[src/rtl/port_oe_pkg.sv]
// Purpose: constants for the port C/D/E output-enable block
// Assumes: byte-wide register port, 16-bit address
// Notes: offsets are byte addresses on the register port
package port_oe_pkg;
  // ************************************
  // address map
  // ************************************
  localparam int ADDR_W = 16;
  localparam int DATA_W = 8;
  localparam logic [15:0] PORT_C_OE_ADDR = 16'h30b2;
  localparam logic [15:0] PORT_D_OE_ADDR = 16'h30b3;
  localparam logic [15:0] PORT_E_OE_ADDR = 16'h30b4;
  // ************************************
  // fields and reset values
  // ************************************
  localparam int PC_PINS = 8;
  localparam int PD_PINS = 8;
  localparam int PE_PINS = 5;
  localparam logic [7:0] PORT_C_OE_RESET = 8'h00;
  localparam logic [7:0] PORT_D_OE_RESET = 8'h00;
  localparam logic [4:0] PORT_E_OE_RESET = 5'h00;
  localparam logic [2:0] PORT_E_RSVD_VALUE = 3'h0;
  localparam logic [7:0] UNMAPPED_READ = 8'h00;
endpackage

[src/rtl/oe_reg.sv]
// Purpose: one output-enable register of configurable width
// Assumes: write strobe is already decoded for this register
// Notes: bits above WIDTH are not stored
`timescale 1ns/1ps
module oe_reg
  import port_oe_pkg::*;
#(
  parameter int WIDTH = 8,
  parameter logic [WIDTH-1:0] RESET_VAL = '0
) (
  // clock and reset
  input wire logic clk,
  input wire logic rst_n,
  // write side
  input wire logic wr_en,
  input wire logic [WIDTH-1:0] wr_data,
  // register value
  output logic [WIDTH-1:0] value
);
  typedef struct packed {
    logic [WIDTH-1:0] bits;
  } oe_state_t;

  oe_state_t state_q;
  oe_state_t state_d;

  // ************************************
  // next state
  // ************************************
  always_comb begin
    state_d = state_q;
    if (wr_en) begin
      state_d.bits = wr_data;
    end
  end

  // ************************************
  // storage
  // ************************************
  always_ff @(posedge clk or negedge rst_n) begin
    if (!rst_n) begin
      state_q <= '{bits: RESET_VAL};
    end else begin
      state_q <= state_d;
    end
  end

  assign value = state_q.bits;
endmodule

[src/rtl/port_output_enable_cde.sv]
// Purpose: output-enable registers for ports C, D and E
// Assumes: single-cycle strobes, read data valid the cycle after the read strobe
// Notes: unmapped reads return zero, unmapped writes are ignored
// Behaviour
// RULE_01: each port C pin drives when its enable bit is 1, not when 0.
// RULE_02: port C enable register sits at 30B2h and resets to zero.
// RULE_03: each port D pin drives when its enable bit is 1, not when 0.
// RULE_04: port D enable register sits at 30B3h and resets to zero.
// RULE_05: port E pins 0..4 drive when enable bits 4..0 are 1; the code drives each pin n from enable bit n.
// RULE_06: port E bits 7..5 read zero and ignore writes.
// RULE_07: port E enable register decoded as one byte at 30B4h.
// RULE_08: port E enable bits reset to zero.
`timescale 1ns/1ps
module port_output_enable_cde
  import port_oe_pkg::*;
(
  // clock and reset
  input wire logic MCLK,
  input wire logic RST_N,
  // register port
  input wire logic [ADDR_W-1:0] ADDR,
  input wire logic [DATA_W-1:0] WDATA,
  input wire logic WR,
  input wire logic RD,
  output logic [DATA_W-1:0] RDATA,
  // pad driver enables
  output logic [PC_PINS-1:0] PC_DRIVE_EN,
  output logic [PD_PINS-1:0] PD_DRIVE_EN,
  output logic [PE_PINS-1:0] PE_DRIVE_EN
);
  typedef struct packed {
    logic [DATA_W-1:0] rdata;
  } rd_state_t;

  // ************************************
  // signals
  // ************************************
  // read data register
  rd_state_t state_q;
  rd_state_t state_d;
  // stored enable bits
  logic [PC_PINS-1:0] pc_oe;
  logic [PD_PINS-1:0] pd_oe;
  logic [PE_PINS-1:0] pe_oe;
  // address hits
  logic sel_c;
  logic sel_d;
  logic sel_e;
  // qualified write strobes
  logic wr_c;
  logic wr_d;
  logic wr_e;
  // write data per register
  logic [PC_PINS-1:0] wdata_c;
  logic [PD_PINS-1:0] wdata_d;
  logic [PE_PINS-1:0] wdata_e;
  // read-back words
  logic [DATA_W-1:0] rword_c;
  logic [DATA_W-1:0] rword_d;
  logic [DATA_W-1:0] rword_e;

  // ************************************
  // address decode
  // ************************************
  assign sel_c = (ADDR == PORT_C_OE_ADDR); // RULE_02
  assign sel_d = (ADDR == PORT_D_OE_ADDR); // RULE_04
  assign sel_e = (ADDR == PORT_E_OE_ADDR); // RULE_07

  // ************************************
  // write strobes
  // ************************************
  // unmapped writes hit no register
  assign wr_c = WR && sel_c;
  assign wr_d = WR && sel_d;
  assign wr_e = WR && sel_e;

  // ************************************
  // write data
  // ************************************
  assign wdata_c = WDATA[PC_PINS-1:0];
  assign wdata_d = WDATA[PD_PINS-1:0];
  // upper three data bits are dropped here
  assign wdata_e = WDATA[PE_PINS-1:0]; // RULE_06

  // ************************************
  // registers
  // ************************************
  oe_reg #(
    .WIDTH(PC_PINS),
    .RESET_VAL(PORT_C_OE_RESET)
  ) u_port_c_output_enable ( // RULE_02
    .clk(MCLK),
    .rst_n(RST_N),
    .wr_en(wr_c),
    .wr_data(wdata_c),
    .value(pc_oe)
  );

  oe_reg #(
    .WIDTH(PD_PINS),
    .RESET_VAL(PORT_D_OE_RESET)
  ) u_port_d_output_enable ( // RULE_04
    .clk(MCLK),
    .rst_n(RST_N),
    .wr_en(wr_d),
    .wr_data(wdata_d),
    .value(pd_oe)
  );

  oe_reg #(
    .WIDTH(PE_PINS),
    .RESET_VAL(PORT_E_OE_RESET)
  ) u_port_e_output_enable ( // RULE_08
    .clk(MCLK),
    .rst_n(RST_N),
    .wr_en(wr_e),
    .wr_data(wdata_e),
    .value(pe_oe)
  );

  // ************************************
  // read-back words
  // ************************************
  assign rword_c = pc_oe;
  assign rword_d = pd_oe;
  // reserved bits read back as zero
  assign rword_e = {PORT_E_RSVD_VALUE, pe_oe}; // RULE_06

  // ************************************
  // read path
  // ************************************
  // read data stands one cycle, zero otherwise
  always_comb begin
    state_d = state_q;
    state_d.rdata = UNMAPPED_READ;
    if (RD) begin
      case (ADDR)
        PORT_C_OE_ADDR: begin
          state_d.rdata = rword_c;
        end
        PORT_D_OE_ADDR: begin
          state_d.rdata = rword_d;
        end
        PORT_E_OE_ADDR: begin // RULE_07
          state_d.rdata = rword_e;
        end
        default: begin
          state_d.rdata = UNMAPPED_READ;
        end
      endcase
    end
  end

  always_ff @(posedge MCLK or negedge RST_N) begin
    if (!RST_N) begin
      state_q <= '{rdata: UNMAPPED_READ};
    end else begin
      state_q <= state_d;
    end
  end

  assign RDATA = state_q.rdata;

  // ************************************
  // pad enables
  // ************************************
  // one driver enable per pin, high drives the pin
  for (genvar n = 0; n < PC_PINS; n++) begin : g_pc_pin
    assign PC_DRIVE_EN[n] = pc_oe[n]; // RULE_01
  end

  for (genvar n = 0; n < PD_PINS; n++) begin : g_pd_pin
    assign PD_DRIVE_EN[n] = pd_oe[n]; // RULE_03
  end

  for (genvar n = 0; n < PE_PINS; n++) begin : g_pe_pin
    assign PE_DRIVE_EN[n] = pe_oe[n]; // RULE_05
  end
endmodule

[config.mk]
export PLATFORM = sky130hd
export DESIGN_NAME = port_output_enable_cde
export DESIGN_NICKNAME = d
export VERILOG_FILES = /design/src/rtl/port_oe_pkg.sv /design/src/rtl/oe_reg.sv /design/src/rtl/port_output_enable_cde.sv
export SDC_FILE = /design/constraint.sdc
export NUM_CORES = 1
export LEC_CHECK = 0
export BUFFER_PORTS_ARGS = -buffer_cell sky130_fd_sc_hd__buf_2
export CAP_MARGIN = 15
export CORE_MARGIN = 1
export CORE_UTILIZATION = 30
export DETAILED_ROUTE_END_ITERATION = 10
export MAX_ROUTING_LAYER = met4
export PLACE_DENSITY = 0.65
export SKIP_CTS_REPAIR_TIMING = 1
export SKIP_LAST_GASP = 1
export SYNTH_ARGS = -nofsm -noshare
export SYNTH_HDL_FRONTEND = slang
export SYNTH_SLANG_ARGS = --single-unit
[constraint.sdc]
create_clock -name MCLK -period 1.25 [get_ports MCLK]
set_clock_uncertainty 0.2 [all_clocks]
set_input_delay 0.0625 -clock MCLK [delete_from_list [all_inputs] [get_ports MCLK]]
set_output_delay 0.0625 -clock MCLK [all_outputs]
set_load 0.01 [all_outputs]
==> results of run 1 <==
## cell families (layout without fill, tap and decap cells)
kind of cell | after synthesis | after routing
multiplexers | 24 | 24
flip-flops | 29 | 29
buffers and inverters | 2 | 86
AO/OA/AOI/OAI | 10 | 10
AND/OR/NAND/NOR | 23 | 23
## worst min-delay path by stage
stage,endpoint,from,slack (ns),cells past startpoint
6_report,RDATA[7],ADDR[1],0.03,3
5_1_grt,RDATA[5],ADDR[1],0.03,3
4_1_cts,u_port_c_output_enable.value[2],RST_N,-0.42,2
3_5_place_dp,RDATA[6],RST_N,-0.11,2
3_3_place_gp,RDATA[6],RST_N,-0.12,2
2_1_floorplan,RDATA[0],RST_N,-0.43,0
## layer usage
metal | GRT usage, % | share of wire, % | vias to the layer above
met1 | 20.2 | 46 | 513
met3 | 5.74 | 8.8 | 5
met4 | 6.65 | 1.7 | 0
met2 | 23.0 | 43 | 47
li1 | - | - | 489
met5 | - | 0 | -
## report_power, final
| part | internal (W) | switching (W) | leakage [nW] |
|---|---|---|---|
| clock network | 0.000384 | 0.000338 | 0.0450 |
| registers | 0.000939 | 0.000000200 | 0.405 |
| logic | 0.0000832 | 0.0000674 | 0.602 |
| total | 0.00141 | 0.000406 | 1.05 |
## sequential cells by signal, indices dropped and copies added (netlist names)
register,count
RDATA,8
u_port_c_output_enable.value,8
u_port_d_output_enable.value,8
u_port_e_output_enable.value,5
## placed cells by master (no fill, tap or decap)
| cell | Yosys | final |
|---|---|---|
| sky130_fd_sc_hd__nor4b_4 | 1 | 1 |
| sky130_fd_sc_hd__a22oi_1 | 5 | 5 |
| sky130_fd_sc_hd__clkbuf_1 | 1 | 1 |
| sky130_fd_sc_hd__buf_4 | 0 | 8 |
| sky130_fd_sc_hd__buf_6 | 0 | 6 |
| sky130_fd_sc_hd__nand4_1 | 1 | 1 |
| sky130_fd_sc_hd__nor3b_4 | 2 | 2 |
| sky130_fd_sc_hd__clkinv_2 | 0 | 2 |
| sky130_fd_sc_hd__a2bb2oi_1 | 5 | 5 |
| sky130_fd_sc_hd__nor2_1 | 9 | 6 |
| sky130_fd_sc_hd__nor2b_1 | 1 | 1 |
| sky130_fd_sc_hd__clkbuf_8 | 0 | 5 |
| sky130_fd_sc_hd__nand2_1 | 1 | 1 |
| sky130_fd_sc_hd__and2b_2 | 1 | 1 |
| sky130_fd_sc_hd__or3b_4 | 0 | 1 |
| sky130_fd_sc_hd__mux2_4 | 0 | 12 |
| sky130_fd_sc_hd__buf_2 | 1 | 54 |
| sky130_fd_sc_hd__mux2_2 | 21 | 9 |
| sky130_fd_sc_hd__and4b_2 | 1 | 1 |
| sky130_fd_sc_hd__and4bb_2 | 1 | 1 |
| sky130_fd_sc_hd__and2_1 | 1 | 1 |
| sky130_fd_sc_hd__mux2i_1 | 3 | 3 |
| sky130_fd_sc_hd__nand4_4 | 1 | 1 |
| sky130_fd_sc_hd__nor4bb_1 | 1 | 1 |
| sky130_fd_sc_hd__dlygate4sd3_1 | 0 | 10 |
| sky130_fd_sc_hd__dfrtp_1 | 29 | 29 |
| sky130_fd_sc_hd__nor2_2 | 1 | 4 |
## per-stage QoR
stage	cell area, µm²	worst slack (ns)	std cells	setup TNS [ns]	hold slack (ns)
floorplan	1300	-0.351	88	-7.01	-0.433
finish	1970	-0.233	222	-3.54	0.0280
global route	1970	-0.275	222	-4.85	0.0300
detailed placement	1720	-0.529	203	-11.07	-0.111
global placement	1720	-0.483	203	-10.32	-0.122
CTS	1800	-0.246	211	-3.94	-0.416
## synth_stat cells
| master | number | area [µm²] |
|---|---|---|
| sky130_fd_sc_hd__a22oi_1 | 5 | 37.5 |
| sky130_fd_sc_hd__a2bb2oi_1 | 5 | 43.8 |
| sky130_fd_sc_hd__and2_1 | 1 | 6.26 |
| sky130_fd_sc_hd__and2b_2 | 1 | 8.76 |
| sky130_fd_sc_hd__and4b_2 | 1 | 11.3 |
| sky130_fd_sc_hd__and4bb_2 | 1 | 12.5 |
| sky130_fd_sc_hd__buf_2 | 1 | 5.00 |
| sky130_fd_sc_hd__clkbuf_1 | 1 | 3.75 |
| sky130_fd_sc_hd__dfrtp_1 | 29 | 726 |
| sky130_fd_sc_hd__mux2_2 | 21 | 236 |
| sky130_fd_sc_hd__mux2i_1 | 3 | 30.0 |
| sky130_fd_sc_hd__nand2_1 | 1 | 3.75 |
| sky130_fd_sc_hd__nand4_1 | 1 | 6.26 |
| sky130_fd_sc_hd__nand4_4 | 1 | 21.3 |
| sky130_fd_sc_hd__nor2_1 | 9 | 33.8 |
| sky130_fd_sc_hd__nor2_2 | 1 | 6.26 |
| sky130_fd_sc_hd__nor2b_1 | 1 | 6.26 |
| sky130_fd_sc_hd__nor3b_4 | 2 | 37.5 |
| sky130_fd_sc_hd__nor4b_4 | 1 | 23.8 |
| sky130_fd_sc_hd__nor4bb_1 | 1 | 10.0 |
| sky130_fd_sc_hd__or3b_2 | 1 | 8.76 |
## tightest hold or removal path, stage by stage
cell	delay, ns
sky130_fd_sc_hd__buf_2	0.11
sky130_fd_sc_hd__or3b_4	0.26
sky130_fd_sc_hd__nor2_2	0.03
## cell type report
class | instances | area share [%]
tap | 50 | 3.18
clock inverter | 2 | 0.509
timing repair buffer | 78 | 25.3
multi-input combinational | 57 | 30.5
sequential | 29 | 36.9
clock buffer | 6 | 3.69
==> summary by stage, run 1 <==
Pwr
The leakage power is 1.05 nW. Across the VDD grid, the largest voltage drop is 573 µV. Dividing total power by cell area gives a power density of 921 nW/µm². The total power draw is 0.00181 W.

Cells and area
The area taken by flip-flops and latches is 726 µm². The synthesis-to-layout area growth is 53.9%. In the final design database the tool counted 199 nets.

The antenna cell count is 0. Once layout is complete, the utilization of the core stands at 48.5%. Of the cells placed in the final design, the portion with a size suffix greater than 1 is 62.8%. The total area of multi-input combinational cells is 599 µm². Counting the fill cells in the layout gives 363.

Place
The congestion estimate from routability-driven global placement came to 0.731. During placement, the flow inserted port buffers numbering 56. The placed wire-length estimate is 2400 µm.

STA
For the pin with the worst max-slew slack, the measured transition is 0.361 ns. In the post-route analysis, the smallest setup slack over all paths is -0.233 ns. The worst slew margin relative to its limit is 75.9%. The smallest clock period supported by the final layout is computed as 1.48 ns. The final cycle utilization of the critical path is 119%.

Based on the critical path, the design can be clocked at up to 0.674 GHz. The number of max-slew violations in the final report came to 0. The setup violation total in the final timing report is 24. The final number of hold-violating endpoints is 0. Setup repair after global routing could not meet its margin everywhere.

Floorplan
Pin placement for this block handled 57 I/O pins. The standard-cell row count is 23. The placeable core region is 4060 µm². Once the floorplan was initialized, standard cells occupied 31.5% of the core. Measured along the x axis, the die boundary spans 67.3 µm. The overall die height is 67.3 µm. The die covers 4530 µm².

GRT
The first-pass GRT wire length is 4930 µm. The number of antenna violations at the first check in global routing is 0. Across every metal layer, demand over resource in global routing totals 16.0%. The via count of the first global-routing pass came to 1021. The remaining global-route overflow is 0. The largest net degree at the start of global routing is 30.

Detailed routing
The count of unresolved DRC violations after routing is 0. Summing over every cut layer, the via total after detailed routing is 1054. In the routed layout, each cell is associated on average with a via count of 4.75.

The number of antenna-violating nets in the routed design is 0. The first-iteration detailed-routing DRC count is 30. For this block, the routed nets add up to 3230 µm of wire. The average routed wire per standard cell is 14.5 µm. For this run, the detailed router's first-pass iteration total came to 4.

Logic synthesis
In the synthesized netlist, the number of instances is 88. After Yosys synthesis, full adders, half adders and majority gates account for 0% of the synthesized area. The average size of a mapped cell is 14.5 µm². The synthesized netlist net count is 116. The count of warnings emitted by yosys is 0. After synthesis, the share of cell area in mux cells is 20.8%.

After synthesis, the largest family of logic cells by area is multiplexers. The post-synthesis xor/xnor area fraction is 0%. The total of flip-flops plus latches after synthesis is 29. Sequential elements use 56.8% of the synthesized area. The synthesized netlist occupies a cell area of 1280 µm². The synthesized-area fraction occupied by and/or/nand/nor cells is 15.4%.

The fraction of the mapped netlist area in compound gates is 6.36%. Synthesis instantiated 21 different standard cells from the library.

Setup path
The top cell family by delay on the critical path is simple AND/OR/NAND/NOR gates. In this run the worst setup path terminates at u_port_e_output_enable.value[3]. The endpoint of the worst register-to-register path is RDATA[2]. The data required time at the worst endpoint is 1.21 ns. The setup check on the worst reg-to-reg path leaves a slack of 0.11 ns. The number of buffers and inverters on the critical path is 2.

The worst setup path is of the input port to flip-flop kind. For the worst setup path, the data arrival time is 1.44 ns. Measured in cells, the most critical reg-to-reg path has a length of 3. In this run the critical register-to-register path is launched from u_port_c_output_enable.value[2].

The kind of start point of the critical path is an input port. The signal on the critical path passes through buf_6, nor4b_4, nand4_4, nor3b_4, buf_6, mux2_4. The critical path endpoint category is a flip-flop. The maximum fanout along the worst path is 3. The most prevalent standard cell on the critical path is sky130_fd_sc_hd__buf_6. The cell type of the slowest stage on the worst timing path is sky130_fd_sc_hd__nor4b_4. The largest stage delay on the critical path is 0.33 ns. The start point of the critical path is ADDR[8]. The cell depth of the worst setup path is 6.

Clocking
The cell sitting at the root of the clock tree is a sky130_fd_sc_hd__clkbuf_8. TritonCTS built the clock tree. The clock-pin transition on the worst setup and hold timing paths is 0.06 ns.

Counting along the longest clock path gives a buffer depth of 2. The number of buffers created by CTS is 5. Clock tree synthesis found a total of 29 sinks.

The clock tree synthesis step divided the H-tree into 2 levels. For the worst-skew pair, the clock arrives at the later sink with an insertion delay of 0.28 ns.

Job
Max-cap violations in this run came to 0.

Outcome
The run finished, with violations left. The checks that failed: negative setup slack.

Worst hold path
The path type of the worst min-delay path is input port to flip-flop.
Power figures use the tool's default switching activity.
==> run 2, diff against run 1 <==
--- a/config.mk
+++ b/config.mk
@@ -8,10 +8,10 @@
 export BUFFER_PORTS_ARGS = -buffer_cell sky130_fd_sc_hd__buf_2
 export CAP_MARGIN = 15
 export CORE_MARGIN = 1
-export CORE_UTILIZATION = 30
+export CORE_UTILIZATION = 41
 export DETAILED_ROUTE_END_ITERATION = 10
 export MAX_ROUTING_LAYER = met4
-export PLACE_DENSITY = 0.65
+export PLACE_DENSITY = 0.84
 export SKIP_CTS_REPAIR_TIMING = 1
 export SKIP_LAST_GASP = 1
 export SYNTH_ARGS = -nofsm -noshare
==> constraint.sdc (replaced) <==
create_clock -name MCLK -period 1.2 [get_ports MCLK]
set_clock_uncertainty 0.2 [all_clocks]
set_input_delay 0.06 -clock MCLK [delete_from_list [all_inputs] [get_ports MCLK]]
set_output_delay 0.06 -clock MCLK [all_outputs]
set_load 0.01 [all_outputs]
==> summary by stage, run 2 (synthesis results as in run 1) <==
Cells and area
Fill cells in the final layout number 199. Leaving out fill and tap cells, the most frequent cell in the layout is sky130_fd_sc_hd__buf_2. The share of final-layout standard cells stronger than drive strength 1 is 64.4%. Relative to the synthesized area, the layout overhead comes to 53.1%. Summing all non-filler instances in the final layout gives an area of 1960 µm².

The library cells used most frequently in the layout, excluding fill and tap cells, are sky130_fd_sc_hd__buf_2, sky130_fd_sc_hd__dfrtp_1, sky130_fd_sc_hd__mux2_4, sky130_fd_sc_hd__dlygate4sd3_1, sky130_fd_sc_hd__buf_4. The antenna cell count is 0. The number of nets in the finished design is 201.

STA
The final cycle utilization of the critical path is 119%. The number of max-slew violations in the final report is 0. The smallest clock period supported by the final layout is computed as 1.43 ns. Setup repair after global routing could not meet its margin everywhere.

The maximum clock rate is 0.700 GHz. The setup violation total in the final timing report is 22. For the pin with the worst max-slew slack, the measured transition is 0.364 ns. The final number of hold-violating endpoints is 0.

The worst slew margin relative to its limit is 75.8%. Hold is met by 0.0171 ns. Setup slack on the critical path of the routed design comes to -0.228 ns.

Clocking
The number of clock sinks is 29. The clock-pin transition on the worst setup and hold timing paths is 0.10 ns. The number of buffers created by CTS is 5. The CTS root buffer is sky130_fd_sc_hd__clkbuf_4. The clock passes through at most 2 buffers. TritonCTS built the clock tree. The total number of H-tree levels is 2.

At the later pin of the worst-skew pair, clock insertion delay measures 0.32 ns.

Setup path
The start point of the critical path is ADDR[8]. Measured in cells, the most critical reg-to-reg path has a length of 3. The register-to-register path setup slack is 0.03 ns. The worst register-to-register path begins at u_port_c_output_enable.value[4]. By startpoint and endpoint, the worst setup path is classified as input port to flip-flop. The maximum fanout along the worst path is 4. The worst setup path is launched from an input port. The data required time at the worst endpoint is 1.20 ns. The worst setup path is captured at a flip-flop. The endpoint identified for the worst register-to-register timing path is RDATA[4]. Data on the critical path arrives at its endpoint at 1.43 ns.

Detailed routing
The overall routed net length is 3490 µm. The routed layout has 1078 vias. Dividing the detail-routed wire length by the instance count gives 17.0 µm. The detail route stage leaves a number of antenna-violating nets equal to 0. The first-iteration detailed-routing DRC count is 30. The count of unresolved DRC violations after routing is 6. The number of detailed-routing iterations run before antenna repair is 8. The number of vias per cell is 5.26.

GRT
The first global-routing pass estimated 4630 µm of wire. The number of antenna violations at the first check in global routing is 0. The via count of the first global-routing pass was 1037. Global routing used 19.6% of the available tracks across all layers.

The largest net degree at the start of global routing is 30. Global routing finished with a remaining overflow of 0.

Floorplan
The placeable core region is 2850 µm². For this design the top-level I/O count stands at 57. Row generation in the floorplan step produced 19 rows. The floorplan die area is 3350 µm². The initial utilization of the core area, before any placement, comes to 44.8%. From bottom edge to top edge, the die measures 57.8 µm. The x dimension of the die is 57.8 µm.

Worst hold path
The worst hold path belongs to the class input port to flip-flop. The launch point of the worst hold path is ADDR[9]. The capture endpoint of the worst hold path is RDATA[5].

Counting instances, the worst hold path has a depth of 5.

Place
The total cell area at the placement stage is 1710 µm². The port buffer count is 56. The routability congestion estimate from global placement is 0.842. The setup slack after placement is -0.561 ns. The placed wire-length estimate is 2310 µm.

Pwr
In this run the power density over the cells is 870 nW/µm². For this design the static power due to leakage is 1.05 nW. The peak ir drop on the vdd network is 611 µV.

Outcome
The run finished, with violations left. The final reports fail on design-rule violations, negative setup slack.

Job
The max-cap violation count is 0.
## run 2: cell types whose count changed in the layout (fill, tap and decap cells not counted), moves of 2 or more
| cell | delta |
|---|---|
| sky130_fd_sc_hd__a2bb2oi_2 | +2 |
| sky130_fd_sc_hd__clkbuf_4 | +5 |
| sky130_fd_sc_hd__clkbuf_8 | -5 |
| sky130_fd_sc_hd__a2bb2oi_1 | -2 |
| sky130_fd_sc_hd__buf_4 | +2 |
| sky130_fd_sc_hd__buf_6 | -2 |
## run 2: worst max-delay path, stage by stage
cell                      delay [ns]
sky130_fd_sc_hd__buf_6          0.10
sky130_fd_sc_hd__nor4b_4        0.34
sky130_fd_sc_hd__nand4_4        0.20
sky130_fd_sc_hd__nor3b_4        0.28
sky130_fd_sc_hd__buf_6          0.16
sky130_fd_sc_hd__mux2_4         0.30
## run 2: worst max path at each step
stage,endpoint,slack (ns),depth (start not counted)
CTS,u_port_c_output_enable.value[5],-0.22,6
finish,u_port_c_output_enable.value[5],-0.23,6
global route,u_port_c_output_enable.value[5],-0.27,6
detailed placement,u_port_c_output_enable.value[5],-0.56,6
floorplan,u_port_c_output_enable.value[0],-0.40,4
global placement,u_port_c_output_enable.value[5],-0.52,6
## run 2: power by group
group          switching [W]  internal (W)
logic              0.0000782     0.0000933
clock network       0.000336      0.000220
registers        0.000000231      0.000977
## run 2: layout make-up
cell class,count,area [µm²],share of cell area [%]
Clock buffer,5,37.5,1.92
Timing Repair Buffer,80,520,26.6
Tap cell,31,38.8,1.98
Multi-Input combinational cell,57,618,31.6
Sequential cell,29,726,37.1
Clock inverter,3,17.5,0.895
## run 2: routing by layer
layer	wire length, µm	track usage, %
met5	0	-
met4	31	9.18
met3	190	4.02
met2	1810	31.9
met1	1450	23.4
## run 2: stage by stage
step	util (%)	cells	setup TNS (ns)	total power [W]
after floorplan	-	88	-8.15	0.00103
after global placement	60.0	185	-11.58	0.00112
after detailed placement	60.0	185	-12.50	0.00113
after CTS	62.0	193	-3.70	0.00168
after global routing	68.6	205	-4.75	0.00179
final	68.6	205	-3.61	0.00170
==> run 3, diff against run 2 <==
--- a/config.mk
+++ b/config.mk
@@ -7,13 +7,14 @@
 export LEC_CHECK = 0
 export BUFFER_PORTS_ARGS = -buffer_cell sky130_fd_sc_hd__buf_2
 export CAP_MARGIN = 15
-export CORE_MARGIN = 1
 export CORE_UTILIZATION = 41
 export DETAILED_ROUTE_END_ITERATION = 10
 export MAX_ROUTING_LAYER = met4
 export PLACE_DENSITY = 0.84
+export REMOVE_ABC_BUFFERS = 1
 export SKIP_CTS_REPAIR_TIMING = 1
 export SKIP_LAST_GASP = 1
 export SYNTH_ARGS = -nofsm -noshare
 export SYNTH_HDL_FRONTEND = slang
 export SYNTH_SLANG_ARGS = --single-unit
+export TNS_END_PERCENT = 100
==> summary by stage, run 3 (synthesis results as in run 1) <==
Detailed routing
The count of unresolved DRC violations after routing is 7. The number of vias per cell is 5.28. The first-iteration detailed-routing DRC count is 19. The average routed wire per standard cell is 16.8 µm.

The detail route stage leaves a number of antenna-violating nets equal to 0. Across all layers, the routed design uses 1072 vias. The pre-antenna-repair detailed-routing pass consisted of 7 iterations.

The final layout contains routed wiring with a total length of 3410 µm.

Setup path
The most prevalent standard cell on the critical path is sky130_fd_sc_hd__buf_6. For this design, the slowest cell found on the critical path is sky130_fd_sc_hd__nor4b_4. The critical path is of the input port to flip-flop type.

The worst setup path is launched from an input port. The data arrival time of the critical path is 1.41 ns. Traced cell by cell, the critical path runs through buf_6, nor4b_4, nand4_4, nor3b_4, buf_6, mux2_4. The largest stage delay on the critical path is 0.33 ns.

Of all nets on the critical path, the largest fanout is 4. The number of buffers and inverters on the critical path is 2. STA classifies the critical path endpoint as a flip-flop. The top cell family by delay on the critical path is simple AND/OR/NAND/NOR gates. The data required time at the worst endpoint is 1.21 ns.

Place
After legalization and detailed placement, the total HPWL measured 2240 µm. The port buffer count is 56. The routability congestion estimate from global placement is 0.818. Prior to clock tree synthesis, the placed netlist has a worst setup slack of -0.603 ns. The total placed cells including tap cells is 183.

Clocking
Counting the buffers created by CTS gives 5. The clock-pin transition on the worst setup and hold timing paths is 0.08 ns. Counting along the longest clock path gives a buffer depth of 2.

The number of clock sinks is 29. The tree is rooted in a sky130_fd_sc_hd__clkbuf_4. The total number of H-tree levels is 2.

The CTS tree is yes. The clock insertion delay at the later pin of the skew report is 0.32 ns.

Floorplan
The floorplan step defined a die boundary enclosing 3350 µm². The floorplan has 19 rows. The overall die height is 57.8 µm. For this configuration, the core starts out at a cell density of 44.8%.

The I/O pin total is 57. The x dimension of the die is 57.8 µm. After floorplanning, the core was sized to cover 2850 µm².

Worst hold path
In this run the worst hold path is classified as input port to flip-flop.

GRT
The first global-routing pass estimated 4550 µm of wire. The number of antenna violations at the first check in global routing is 0. After global routing the overflow that remains totals 0.

The largest net degree at the start of global routing is 30. The via count of the first global-routing pass is 1029. Global routing used 19.0% of the available tracks.

Cells and area
The library cells used most frequently in the layout, excluding fill and tap cells, are sky130_fd_sc_hd__buf_2, sky130_fd_sc_hd__dfrtp_1, sky130_fd_sc_hd__mux2_4, sky130_fd_sc_hd__dlygate4sd3_1, sky130_fd_sc_hd__buf_4. The share of the core filled with cells is 68.1%. The share of final-layout standard cells stronger than drive strength 1 is 64.5%. Compared with the post-synthesis result, the final layout area differs by 51.9%.

For this run, the post-layout net count is 201. The leading cell type in the layout, fill and taps excluded is sky130_fd_sc_hd__buf_2. The finished layout holds 203 standard cells, fillers aside. 0 antenna diodes ended up in the layout.

STA
The final critical-path setup slack is -0.200 ns. The worst path uses 117% of the clock period. The number of max-slew violations in the final report is 0. The measured slew at the worst slew-check pin is 0.361 ns. The maximum clock rate is 0.714 GHz. Setup repair after global routing could not meet its margin everywhere.

Final hold analysis gives a worst-case slack of 0.00668 ns. The worst path in the final design needs a cycle of 1.40 ns, including I/O delays and setup. The worst slew margin relative to its limit is 75.9%.

The setup violation total in the final timing report is 25. The final number of hold-violating endpoints is 0.

Pwr
The total internal power is 0.00127 W. Of the total power, the share spent switching nets is 23.2%. The share of power burned in the clock network is 30.8%.

In this run the power density over the cells is 852 nW/µm². Combinational cells account for 10.2% of the total power. For this design the static power due to leakage is 1.04 nW. The part of the power in registers is 59.0%. The net switching power of the design is 0.000384 W. The peak ir drop on the vdd network is 744 µV.

Outcome
The final reports fail on design-rule violations, negative setup slack. The flow ran to the end, but the final reports show violations.

Job
The max-cap violation count is 0.
==> run 3: cell count changes in the layout (fill, tap and decap cells not counted) <==
cell / delta
sky130_fd_sc_hd__a22oi_1: -1
sky130_fd_sc_hd__a22oi_2: +1
sky130_fd_sc_hd__buf_12: -1
sky130_fd_sc_hd__buf_6: +1
sky130_fd_sc_hd__clkinv_2: -1
sky130_fd_sc_hd__clkinvlp_4: -1
==> run 3: layer usage <==
layer | track usage [%] | vias to the layer above | wire length (µm)
met1 | 21.9 | 512 | 1360
met2 | 30.5 | 52 | 1740
met4 | 9.52 | 0 | 82
li1 | - | 498 | -
met3 | 5.36 | 10 | 232
met5 | - | - | 0
==> run 3: final timing paths <==
kind,startpoint,to,slack [ns],depth (start not counted)
setup / recovery,ADDR[8],u_port_c_output_enable.value[4],-0.20,6
hold / removal,ADDR[3],RDATA[6],0.007,5
setup reg to reg,u_port_c_output_enable.value[3],RDATA[3],0,3
hold reg to reg,u_port_c_output_enable.value[7],u_port_c_output_enable.value[7],0.34,1
max in group asynchronous,RST_N,RDATA[7],0.46,3
min in group asynchronous,RST_N,RDATA[4],0.07,3
==> run 3: final cells by class <==
class                      count  area, µm²
clock inverter                 1       5.00
multi-input combinational     57        623
sequential                    29        726
fill                         224        911
timing repair buffer          80        512
clock buffer                   5       37.5
tap                           31       38.8
==> run 3: worst register-to-register path, cell delays in order (launching register included) <==
cell                        delay [ns]
sky130_fd_sc_hd__dfrtp_1          0.41
sky130_fd_sc_hd__a22oi_1          0.20
sky130_fd_sc_hd__a2bb2oi_1        0.22
sky130_fd_sc_hd__nor2_1           0.06
==> run 3: through the flow <==
| step | setup TNS (ns) | power [W] | cell area [µm²] |
|---|---|---|---|
| finish | -3.13 | 0.00166 | 1940 |
| global route | -3.87 | 0.00173 | 1940 |
| detailed placement | -13.06 | 0.00112 | 1660 |
| CTS | -4.55 | 0.00162 | 1710 |
| global placement | -12.06 | 0.00112 | 1660 |
| floorplan | -8.60 | 0.00103 | 1270 |
==> run 3: power groups by stage <==
| stage | logic (W) | registers, W | clock network, W |
|---|---|---|---|
| after CTS | 0.000128 | 0.000977 | 0.000519 |
| after global placement | 0.000124 | 0.000996 | 0 |
| after detailed placement | 0.000128 | 0.000996 | 0 |
| final | 0.000168 | 0.000977 | 0.000511 |
| after global routing | 0.000181 | 0.000977 | 0.000572 |
| after floorplan | 0.0000311 | 0.000997 | 0 |
